--- src/hw/prlk_params.svh ---
`ifndef PRLK_PARAMS_SVH
`define PRLK_PARAMS_SVH

// ----------------------------------------------------------------
// widths
// ----------------------------------------------------------------
`define PRLK_ADDR_W      16
`define PRLK_DATA_W      32
`define PRLK_SLOT_W      4
`define PRLK_NGRP        15

// ----------------------------------------------------------------
// address map: slot field is the top nibble, slot f is this unit
// ----------------------------------------------------------------
`define PRLK_SLOT_HI     15
`define PRLK_SLOT_LO     12
`define PRLK_SLOT_SELF   4'hf
`define PRLK_OFS_HI      11
`define PRLK_OFS_LO      0
`define PRLK_OFS_KEY     12'h000
`define PRLK_OFS_MASK    12'h004
`define PRLK_OFS_DBGRUN  12'h008

// ----------------------------------------------------------------
// key sequence and reset values (arbitrary implementation choices)
// ----------------------------------------------------------------
`define PRLK_KEY_FIRST   32'h000000a5
`define PRLK_KEY_SECOND  32'h000000f1
`define PRLK_MASK_RST    15'h0000
`define PRLK_DBGRUN_RST  15'h0000
`define PRLK_STAT_LOCKED 32'h00000000
`define PRLK_STAT_HALF   32'h00000001
`define PRLK_STAT_OPEN   32'h00000002
`define PRLK_RDATA_ZERO  32'h00000000

`endif

--- src/hw/prlk_pkg.sv ---
`include "prlk_params.svh"

package prlk_pkg;

  typedef logic [`PRLK_ADDR_W-1:0] prlk_addr_t;
  typedef logic [`PRLK_DATA_W-1:0] prlk_data_t;
  typedef logic [`PRLK_NGRP-1:0]   prlk_grp_t;

  typedef struct packed {
    logic       valid;
    logic       write;
    prlk_addr_t addr;
    prlk_data_t wdata;
  } prlk_req_s;

  typedef enum logic [1:0] {
    KEY_LOCKED,
    KEY_HALF,
    KEY_OPEN
  } prlk_key_state_e;

endpackage

--- src/hw/prlk_key_seq.sv ---
`timescale 1ns/100ps
`default_nettype none
`include "prlk_params.svh"

module prlk_key_seq
  import prlk_pkg::*;
(
  input  wire logic       clk_i,
  input  wire logic       resetn_i,
  input  wire logic       key_wr_i,
  input  wire prlk_data_t key_data_i,
  output logic            unlocked_o,
  output prlk_data_t      status_o
);

  prlk_key_state_e state_reg;
  prlk_key_state_e state_next;

  // ----------------------------------------------------------------
  // key sequence
  // ----------------------------------------------------------------
  always_comb begin
    state_next = state_reg;
    if (key_wr_i) begin
      case (state_reg)
        KEY_LOCKED: begin
          if (key_data_i == `PRLK_KEY_FIRST) begin
            state_next = KEY_HALF;
          end
        end
        KEY_HALF: begin
          // a wrong second word restarts the sequence
          if (key_data_i == `PRLK_KEY_SECOND) begin
            state_next = KEY_OPEN;
          end else begin
            state_next = KEY_LOCKED;
          end
        end
        default: begin
          state_next = KEY_LOCKED;
        end
      endcase
    end
  end

  always_ff @(posedge clk_i or negedge resetn_i) begin
    if (!resetn_i) begin
      state_reg <= KEY_LOCKED;
    end else begin
      state_reg <= state_next;
    end
  end

  assign unlocked_o = (state_reg == KEY_OPEN);

  // status word seen on a key read
  always_comb begin
    case (state_reg)
      KEY_HALF: status_o = `PRLK_STAT_HALF;
      KEY_OPEN: status_o = `PRLK_STAT_OPEN;
      default:  status_o = `PRLK_STAT_LOCKED;
    endcase
  end

endmodule
`default_nettype wire

--- src/hw/prlk_top.sv ---
`timescale 1ns/100ps
`default_nettype none
`include "prlk_params.svh"

module prlk_top
  import prlk_pkg::*;
(
  input  wire logic       CLK_I,
  input  wire logic       RESETN_I,
  input  wire prlk_req_s  REQ_I,
  input  wire logic       DBG_HALT_I,
  output prlk_req_s       PERIPH_REQ_O,
  output logic            RSP_VALID_O,
  output prlk_data_t      RSP_RDATA_O,
  output logic            WRITE_DROP_O,
  output prlk_grp_t       LOCK_MASK_O,
  output prlk_grp_t       FREEZE_O
);

  // ----------------------------------------------------------------
  // decode helpers
  // ----------------------------------------------------------------
  function automatic logic is_self(input prlk_addr_t a);
    is_self = (a[`PRLK_SLOT_HI:`PRLK_SLOT_LO] == `PRLK_SLOT_SELF);
  endfunction

  // slot n maps to lock bit n; the unit's own slot has no bit
  function automatic logic slot_locked(input prlk_addr_t a, input prlk_grp_t m);
    logic [`PRLK_SLOT_W-1:0] s;
    s = a[`PRLK_SLOT_HI:`PRLK_SLOT_LO];
    if (s == `PRLK_SLOT_SELF) begin
      slot_locked = 1'b0;
    end else begin
      slot_locked = m[s];
    end
  endfunction

  prlk_grp_t         lock_mask_reg;
  prlk_grp_t         dbg_run_reg;
  prlk_req_s         periph_req_reg;
  logic              rsp_valid_reg;
  prlk_data_t        rsp_rdata_reg;
  logic              write_drop_reg;
  prlk_grp_t         freeze_reg;
  logic              unlocked;
  prlk_data_t        key_status;
  logic              self_acc;
  logic              self_wr;
  logic              key_wr;
  logic              mask_wr;
  logic              dbgrun_wr;
  logic              periph_wr_lock;
  logic [`PRLK_OFS_HI:0] ofs;

  assign ofs            = REQ_I.addr[`PRLK_OFS_HI:`PRLK_OFS_LO];
  assign self_acc       = REQ_I.valid && is_self(REQ_I.addr);
  assign self_wr        = self_acc && REQ_I.write;
  assign key_wr         = self_wr && (ofs == `PRLK_OFS_KEY);
  assign mask_wr        = self_wr && (ofs == `PRLK_OFS_MASK);
  assign dbgrun_wr      = self_wr && (ofs == `PRLK_OFS_DBGRUN);
  assign periph_wr_lock = REQ_I.valid && REQ_I.write
                          && slot_locked(REQ_I.addr, lock_mask_reg);

  // ----------------------------------------------------------------
  // key sequence
  // ----------------------------------------------------------------
  prlk_key_seq u_key_seq (
    .clk_i      (CLK_I),
    .resetn_i   (RESETN_I),
    .key_wr_i   (key_wr),
    .key_data_i (REQ_I.wdata),
    .unlocked_o (unlocked),
    .status_o   (key_status)
  );

  // ----------------------------------------------------------------
  // protected configuration
  // ----------------------------------------------------------------
  // the debug-run choices sit behind the same key so a runaway
  // program cannot unfreeze peripherals either
  always_ff @(posedge CLK_I or negedge RESETN_I) begin
    if (!RESETN_I) begin
      lock_mask_reg <= `PRLK_MASK_RST;
    end else if (mask_wr && unlocked) begin
      lock_mask_reg <= REQ_I.wdata[`PRLK_NGRP-1:0];
    end
  end

  always_ff @(posedge CLK_I or negedge RESETN_I) begin
    if (!RESETN_I) begin
      dbg_run_reg <= `PRLK_DBGRUN_RST;
    end else if (dbgrun_wr && unlocked) begin
      dbg_run_reg <= REQ_I.wdata[`PRLK_NGRP-1:0];
    end
  end

  // ----------------------------------------------------------------
  // peripheral access path
  // ----------------------------------------------------------------
  // one cycle of latency buys a flop-driven peripheral request
  always_ff @(posedge CLK_I or negedge RESETN_I) begin
    if (!RESETN_I) begin
      periph_req_reg <= '0;
    end else begin
      periph_req_reg.valid <= REQ_I.valid && !is_self(REQ_I.addr)
                              && !periph_wr_lock;
      periph_req_reg.write <= REQ_I.write;
      periph_req_reg.addr  <= REQ_I.addr;
      periph_req_reg.wdata <= REQ_I.wdata;
    end
  end

  // a refused write to the lock registers counts as a drop too
  always_ff @(posedge CLK_I or negedge RESETN_I) begin
    if (!RESETN_I) begin
      write_drop_reg <= 1'b0;
    end else begin
      write_drop_reg <= periph_wr_lock
                        || ((mask_wr || dbgrun_wr) && !unlocked);
    end
  end

  // ----------------------------------------------------------------
  // own register answers
  // ----------------------------------------------------------------
  always_ff @(posedge CLK_I or negedge RESETN_I) begin
    if (!RESETN_I) begin
      rsp_valid_reg <= 1'b0;
      rsp_rdata_reg <= `PRLK_RDATA_ZERO;
    end else begin
      rsp_valid_reg <= self_acc;
      if (!self_acc || REQ_I.write) begin
        rsp_rdata_reg <= `PRLK_RDATA_ZERO;
      end else if (ofs == `PRLK_OFS_KEY) begin
        rsp_rdata_reg <= key_status;
      end else if (ofs == `PRLK_OFS_MASK) begin
        rsp_rdata_reg <= {{(`PRLK_DATA_W-`PRLK_NGRP){1'b0}}, lock_mask_reg};
      end else if (ofs == `PRLK_OFS_DBGRUN) begin
        rsp_rdata_reg <= {{(`PRLK_DATA_W-`PRLK_NGRP){1'b0}}, dbg_run_reg};
      end else begin
        rsp_rdata_reg <= `PRLK_RDATA_ZERO;
      end
    end
  end

  // ----------------------------------------------------------------
  // debug freeze
  // ----------------------------------------------------------------
  genvar g;
  generate
    for (g = 0; g < `PRLK_NGRP; g = g + 1) begin : gen_freeze
      always_ff @(posedge CLK_I or negedge RESETN_I) begin
        if (!RESETN_I) begin
          freeze_reg[g] <= 1'b0;
        end else begin
          freeze_reg[g] <= DBG_HALT_I && !dbg_run_reg[g];
        end
      end
    end
  endgenerate

  assign PERIPH_REQ_O = periph_req_reg;
  assign RSP_VALID_O  = rsp_valid_reg;
  assign RSP_RDATA_O  = rsp_rdata_reg;
  assign WRITE_DROP_O = write_drop_reg;
  assign LOCK_MASK_O  = lock_mask_reg;
  assign FREEZE_O     = freeze_reg;

endmodule
`default_nettype wire

--- config.mk ---
export PLATFORM = sky130hd
export DESIGN_NAME = prlk_top
export DESIGN_NICKNAME = d
export VERILOG_FILES = /design/src/hw/prlk_pkg.sv /design/src/hw/prlk_key_seq.sv /design/src/hw/prlk_top.sv
export VERILOG_INCLUDE_DIRS = /design/src /design/src/hw
export SDC_FILE = /design/constraint.sdc
export NUM_CORES = 1
export LEC_CHECK = 0
export ABC_CLOCK_PERIOD_IN_PS = 1400
export BUFFER_PORTS_ARGS = -buffer_cell sky130_fd_sc_hd__buf_4
export CORE_ASPECT_RATIO = 0.5
export CORE_MARGIN = 2
export CORE_UTILIZATION = 30
export DETAILED_ROUTE_END_ITERATION = 8
export GPL_TIMING_DRIVEN = 1
export HOLD_SLACK_MARGIN = 0.03
export SKIP_LAST_GASP = 1
export SYNTH_ARGS = -nofsm -noshare
export SYNTH_HDL_FRONTEND = slang
export SYNTH_SLANG_ARGS = --single-unit
--- constraint.sdc ---
create_clock -name CLK_I -period 1.4 [get_ports CLK_I]
set_input_delay 0.28 -clock CLK_I [delete_from_list [all_inputs] [get_ports CLK_I]]
set_output_delay 0.28 -clock CLK_I [all_outputs]
set_load 0.05 [all_outputs]
==> qor.csv, run 1 <==
metric,value,unit
core,13590,um2
area_delta_synth_final,71.40,%
ys_types,38,
clock_latency,0.41,ns
endpoint_kind,register,
holdWs,0.09321,ns
htreeDepth,4,
crit_type,primary input to register,
ioPinCount,167,
grt_setup_unrepaired,yes,
hpwlAfterDp,8150,um
p_leak,3.482,nW
status,finished with violations,
post-synth-top-area-cell,dfrtp_1,
start_util,30.81,%
synth_area_leaders,"dfrtp_1 (68%), mux2_4 (7.2%), mux2_2 (3.2%)",
synth-async-reset-ratio,100.0,%
skew,0.006380,ns
maxCapViolCount,0,
clock_sinks,114,
setup_tns,-12.86,ns
vdd_ir_drop_max,0.7657,mV
track_usage,16.50,%
synth-edff-count,0,
post-route-min-period,1.712,ns
fp-row-count,30,
antenna_found_initial,0,
synth_top_flop_cell,dfrtp_1,
path_cells,buf_6 -> or4_4 -> buf_4 -> nor4b_4 -> nand3_2 -> buf_12 -> mux2_4,
fin_util,52.81,%
ys_seq_elements,114,
wl_per_cell,16.54,um
dp_slack,-0.7852,ns
die_width,171.1,um
wl,12110,um
cpPeakStageDelay,0.53,ns
grt_pass1_wl,17970,um
cp.arrival,2.00,ns
viasPerCell,4.314,
hold_violations,0,
die_area,14970,um2
max_freq,584.0,MHz
syn_area_per_cell,15.34,um2
yosysWarnings,0,
grt_max_degree,58,
violations,negative setup slack,
startpoint_type,primary input,
synth_top_area_share,68.14,%
portBuffers,149,
die_h,87.53,um
setup_slack,-0.3123,ns
cts_root_buf,clkbuf_16,
slew_violations,0,
vias,3158,
drive_gt1_share,56.85,%
cts_max_path_buffers,2,
required,1.69,ns
cts_inserted_buffers,17,
slowest_stage,or4_4,
total_power,9.185,mW
yosys.cell_count.top_type,dfrtp_1,
critPathMaxFanout,15,
fin_crit_sh,122.3,%
syn-cell-area,4187,um2
pwr_density_cell,1280,nW/um2
holdCritPathClass,primary input to register,
largest_register_ffs,50,
synthTopCellsByCount,"dfrtp_1 (114), mux2_4 (20), buf_4 (17), nor2_1 (17), nor2b_1 (17)",
cts_tree,done,
gp_congestion,0.7534,
synth_cells,273,
fin_nets,580,
grt_pass1_vias,3193,
drtAntennaViolNets,0,
drt_iter0_markers,156,
setup_viol,48,
drc,0,
diodes,0,
overflow,0,
path_clk_slew,0.06,ns
yosysSeqAreaShare,68.14,%
dr.pass1.iters,4,
kinds of logic (layout without fill, tap and decap cells):
kind of cell | count (synthesis) | count (layout) | synth area share [%]
compound gates | 20 | 20 | 3.616
buf+inv | 26 | 277 | 4.244
flops | 114 | 114 | 68.14
mux | 37 | 37 | 12.49
other cells | 1 | 17 | 0.08957
simple gates | 75 | 75 | 11.42
layer usage:
metal	GRT usage, %	vias up	share of wire (%)
met1	21.29	1606	43
met2	27.05	97	50
met4	7.473	0	1.8
li1	-	1438	-
met5	0	-	0
met3	3.705	17	5.1
final timing paths:
check | startpoint | endpoint | slack, ns | cells after the start
max in group asynchronous | RESETN_I | LOCK_MASK_O[9] | 0.49 | 3
min in group asynchronous | RESETN_I | dbg_run_reg[7] | 0.31 | 2
worst max register to register | LOCK_MASK_O[11] | WRITE_DROP_O | -0.01 | 4
worst min register to register | dbg_run_reg[11] | FREEZE_O[11] | 0.44 | 1
worst min-delay path | REQ_I[11] | PERIPH_REQ_O[11] | 0.09 | 2
worst max-delay path | REQ_I[39] | dbg_run_reg[4] | -0.31 | 7
layout by cell type, fill, tap and decap left out, types with 2 or more instances in the layout:
master         Yosys  final
dfrtp_2            0     14
nor2_4             0      3
buf_8              0     11
inv_6              0      2
buf_12             0      6
dlygate4sd3_1      0     33
mux2i_1            2      2
conb_1             1     17
buf_6              2     16
inv_1              2      2
bufinv_16          0      4
mux2_4            20     22
nor2_1            17     12
mux4_2             3      3
nand2b_1           4      4
nand4_1            3      3
or4_4              2      2
mux2_2            12     10
nor2b_1           17     17
nor4_4             1      2
nor2_2             0      2
clkbuf_16          0     17
nor3_1             4      4
clkinvlp_4         0      2
dfrtp_1          114    100
buf_4             17    177
nand3_2            2      2
clkinv_4           0      4
o21ai_0            3      3
nor4b_4            1      2
and2_1             2      2
nand2_1            5      5
a22oi_1           13     13
nor4_1             8      7
through the flow:
stage               area, um2  instances
floorplan                4287        289
global placement         5918        656
detailed placement       5918        656
CTS                      7107        729
global route             7176        732
finish                   7176        732
report_power, final:
| part | leakage [nW] | switching (mW) | total, mW | internal, mW |
|---|---|---|---|---|
| Combinational | 1.75 | 0.710 | 1.09 | 0.379 |
| Sequential | 1.42 | 0.0275 | 3.42 | 3.39 |
| Clock | 0.309 | 1.62 | 4.68 | 3.05 |
layout make-up:
class | instances | area (um2)
Timing Repair Buffer | 243 | 2125
Sequential cell | 114 | 2870
Multi-Input combinational cell | 149 | 1290
Fill cell | 1153 | 6412
Clock inverter | 14 | 203.9
Clock buffer | 18 | 439.2
Inverter | 2 | 7.507
Tap cell | 192 | 240.2
timing repair:
item                                    CTS  global route
hold buffers                             33             0
endpoints found under the setup margin   59            54
cloned                                    1             1
setup buffers                             8             5
endpoints found under the hold margin    47             0
resized for setup                        36            21
pin swaps                                 4             5
worst max-delay path: cells and delay by family:
family | cells | cell delay, ns
AND/OR/NAND/NOR | 3 | 0.97
multiplexers | 1 | 0.30
buffers and inverters | 3 | 0.43
(Power assumes the default switching activity.)
==> run 2, diff against run 1 <==
--- a/config.mk
+++ b/config.mk
@@ -14,6 +14,7 @@
 export DETAILED_ROUTE_END_ITERATION = 8
 export GPL_TIMING_DRIVEN = 1
 export HOLD_SLACK_MARGIN = 0.03
+export PLACE_DENSITY_LB_ADDON = 0.3
 export SKIP_LAST_GASP = 1
 export SYNTH_ARGS = -nofsm -noshare
 export SYNTH_HDL_FRONTEND = slang
==> run 2 against run 1 <==
  * The run still ends with negative setup slack left
  * Sequential share of layout area grew 0.31 points
  * Total power grew 2.0%
  * Cell count shrank 1.6%
  * Global-route usage shrank 0.32 points
  * Sequential power is essentially flat
  * Count of clock-buffer cells in the layout grew 5
  * Combinational power is essentially flat
  * Sequential cell count is the same
  * Worst setup slack lost 0.022 ns
  * Critical endpoint is now RSP_RDATA_O[6]
  * Largest power group unchanged
==> qor.csv, run 2 (synthesized netlist as in run 1, its figures left out) <==
metric,value,unit,change
critPathMaxFanout,13,,was 15
cts_max_path_buffers,2,,unchanged
ioPinCount,167,,unchanged
cts_tree,done,,unchanged
drtAntennaViolNets,0,,unchanged
fin_crit_sh,123.9,%,was 122.3%
grt_setup_unrepaired,yes,,unchanged
status,finished with violations,,unchanged
p_int,7.161,mW,was 6.826 mW
die_h,87.53,um,unchanged
diodes,0,,unchanged
path_cells,buf_6 -> or4_4 -> or3_4 -> buf_6 -> o311ai_4 -> buf_12 -> nor2_1,,was buf_6 -> or4_4 -> buf_4 -> nor4b_4 -> nand3_2 -> buf_12 -> mux2_4
dr.pass1.iters,4,,unchanged
antenna_found_initial,0,,unchanged
grt_pass1_vias,3151,,was 3193
slowest_stage,or4_4,,unchanged
wl_met3,445,um,was 620 um
holdWs,0.05078,ns,was 0.09321 ns
violations,negative setup slack,,unchanged
wl_per_cell,15.97,um,was 16.54 um
viasPerCell,4.228,,was 4.314
combPwrFrac,11.5,%,was 11.9%
setup_viol,48,,unchanged
cp.arrival,2.02,ns,was 2.00 ns
wl,11500,um,was 12110 um
drc,0,,unchanged
seq_power_share,36.5,%,was 37.2%
overflow,0,,unchanged
grt_pass1_wl,17970,um,unchanged
fp-row-count,30,,unchanged
die_area,14970,um2,unchanged
hold_violations,0,,unchanged
start_util,30.81,%,unchanged
vdd_ir_drop_max,0.8312,mV,was 0.7657 mV
cts_root_buf,clkbuf_16,,unchanged
area_delta_synth_final,70.08,%,was 71.40%
cpMostUsedCell,buf_6,,
post-route-min-period,1.734,ns,was 1.712 ns
path_clk_slew,0.05,ns,was 0.06 ns
fin_util,52.40,%,was 52.81%
portBuffers,149,,unchanged
clock_sinks,114,,unchanged
core,13590,um2,unchanged
max_freq,576.6,MHz,was 584.0 MHz
required,1.68,ns,was 1.69 ns
switching_share,23.54,%,was 25.69%
wl_met1,5195,um,was 5236 um
fin_nets,568,,was 580
total_power,9.366,mW,was 9.185 mW
power_frac_clock,51.9,%,was 50.9%
htreeDepth,4,,unchanged
hpwlAfterDp,7951,um,was 8150 um
rrSetupSlack,-0.18,ns,was -0.01 ns
slew_violations,0,,unchanged
largest_register_ffs,50,,unchanged
dp_slack,-0.7630,ns,was -0.7852 ns
crit_type,primary input to register,,unchanged
track_usage,16.18,%,was 16.50%
vias,3044,,was 3158
setup_tns,-13.45,ns,was -12.86 ns
setup_slack,-0.3342,ns,was -0.3123 ns
holdCritPathClass,primary input to register,,unchanged
die_width,171.1,um,unchanged
drive_gt1_share,54.92,%,was 56.85%
maxCapViolCount,0,,unchanged
p_leak,3.454,nW,was 3.482 nW
drt_iter0_markers,117,,was 156
cpPeakStageDelay,0.58,ns,was 0.53 ns
gp_congestion,0.7010,,was 0.7534
grt_max_degree,65,,was 58
endpoint_kind,register,,unchanged
top_layer_used,met4,,unchanged
final_common_cell,buf_4,,unchanged
clock_latency,0.41,ns,about the same
met2_length,5687,um,was 6029 um
cts_inserted_buffers,17,,unchanged
final_cell_mix,"buf_4 (158), dfrtp_1 (100), dlygate4sd3_1 (35)",,"was buf_4 (177), dfrtp_1 (100), dlygate4sd3_1 (33)"
skew,0.007791,ns,was 0.006380 ns
netSwitchingPower,2.205,mW,was 2.360 mW
pwr_density_cell,1315,nW/um2,was 1280 nW/um2
startpoint_type,primary input,,unchanged
[run 2: cell types whose count changed in the layout (fill, tap and decap cells not counted), moves of 2 or more]
cell,delta
clkbuf_8,+4
clkinvlp_4,-2
nor2_1,+5
dlygate4sd3_1,+2
inv_6,-2
nor2_2,-2
clkinv_4,-3
buf_6,+7
nor2_4,-3
clkinv_2,+2
buf_4,-19
buf_8,-2
[run 2: per-layer routing]
| metal | global-route usage, % | up-vias |
|---|---|---|
| li1 | - | 1416 |
| met1 | 21.51 | 1539 |
| met2 | 25.73 | 71 |
| met3 | 3.660 | 18 |
| met4 | 7.319 | 0 |
| met5 | 0 | - |
[run 2: area by class of cell]
type,count,area (um2)
Fill cell,1171,6467
Inverter,2,7.507
Clock buffer,23,498.0
Sequential cell,114,2870
Tap cell,192,240.2
Clock inverter,9,173.9
Timing Repair Buffer,231,2051
Multi-Input combinational cell,149,1280
[run 2: worst paths after layout]
check | cells past startpoint | from | end
max in group asynchronous | 3 | RESETN_I | LOCK_MASK_O[8]
min in group asynchronous | 3 | RESETN_I | PERIPH_REQ_O[18]
worst max register to register | 4 | u_key_seq.state_reg[0] | dbg_run_reg[13]
worst max-delay path | 7 | REQ_I[32] | RSP_RDATA_O[6]
worst min-delay path | 1 | REQ_I[6] | PERIPH_REQ_O[6]
worst min register to register | 1 | dbg_run_reg[9] | FREEZE_O[9]
[run 2: power by group through the flow]
| stage | combinational (mW) | sequential [mW] | clock [mW] |
|---|---|---|---|
| after detailed placement | 1.00 | 3.48 | 0 |
| after global placement | 0.996 | 3.48 | 0 |
| after CTS | 1.09 | 3.42 | 4.92 |
| final | 1.08 | 3.42 | 4.86 |
| after global routing | 1.14 | 3.43 | 5.09 |
| after floorplan | 0.199 | 3.84 | 0 |
[run 2: critical path, delay by kind of cell]
| kind | cells | cell delay (ns) |
|---|---|---|
| buffers and inverters | 3 | 0.42 |
| AND/OR/NAND/NOR | 3 | 1.06 |
| AO/OA/AOI/OAI | 1 | 0.25 |
[run 2: through the flow]
step	area [um2]	instances
final	7121	720
after global routing	7121	720
after CTS	7043	720
after detailed placement	5883	653
after global placement	5883	653
after floorplan	4287	289
[run 2: what timing repair did]
item,CTS,global route
endpoints found under the setup margin,61,58
gates resized for setup,32,20
hold buffers,35,0
hold endpoints to repair,148,0
pin swaps,4,1
buffers inserted,1,1
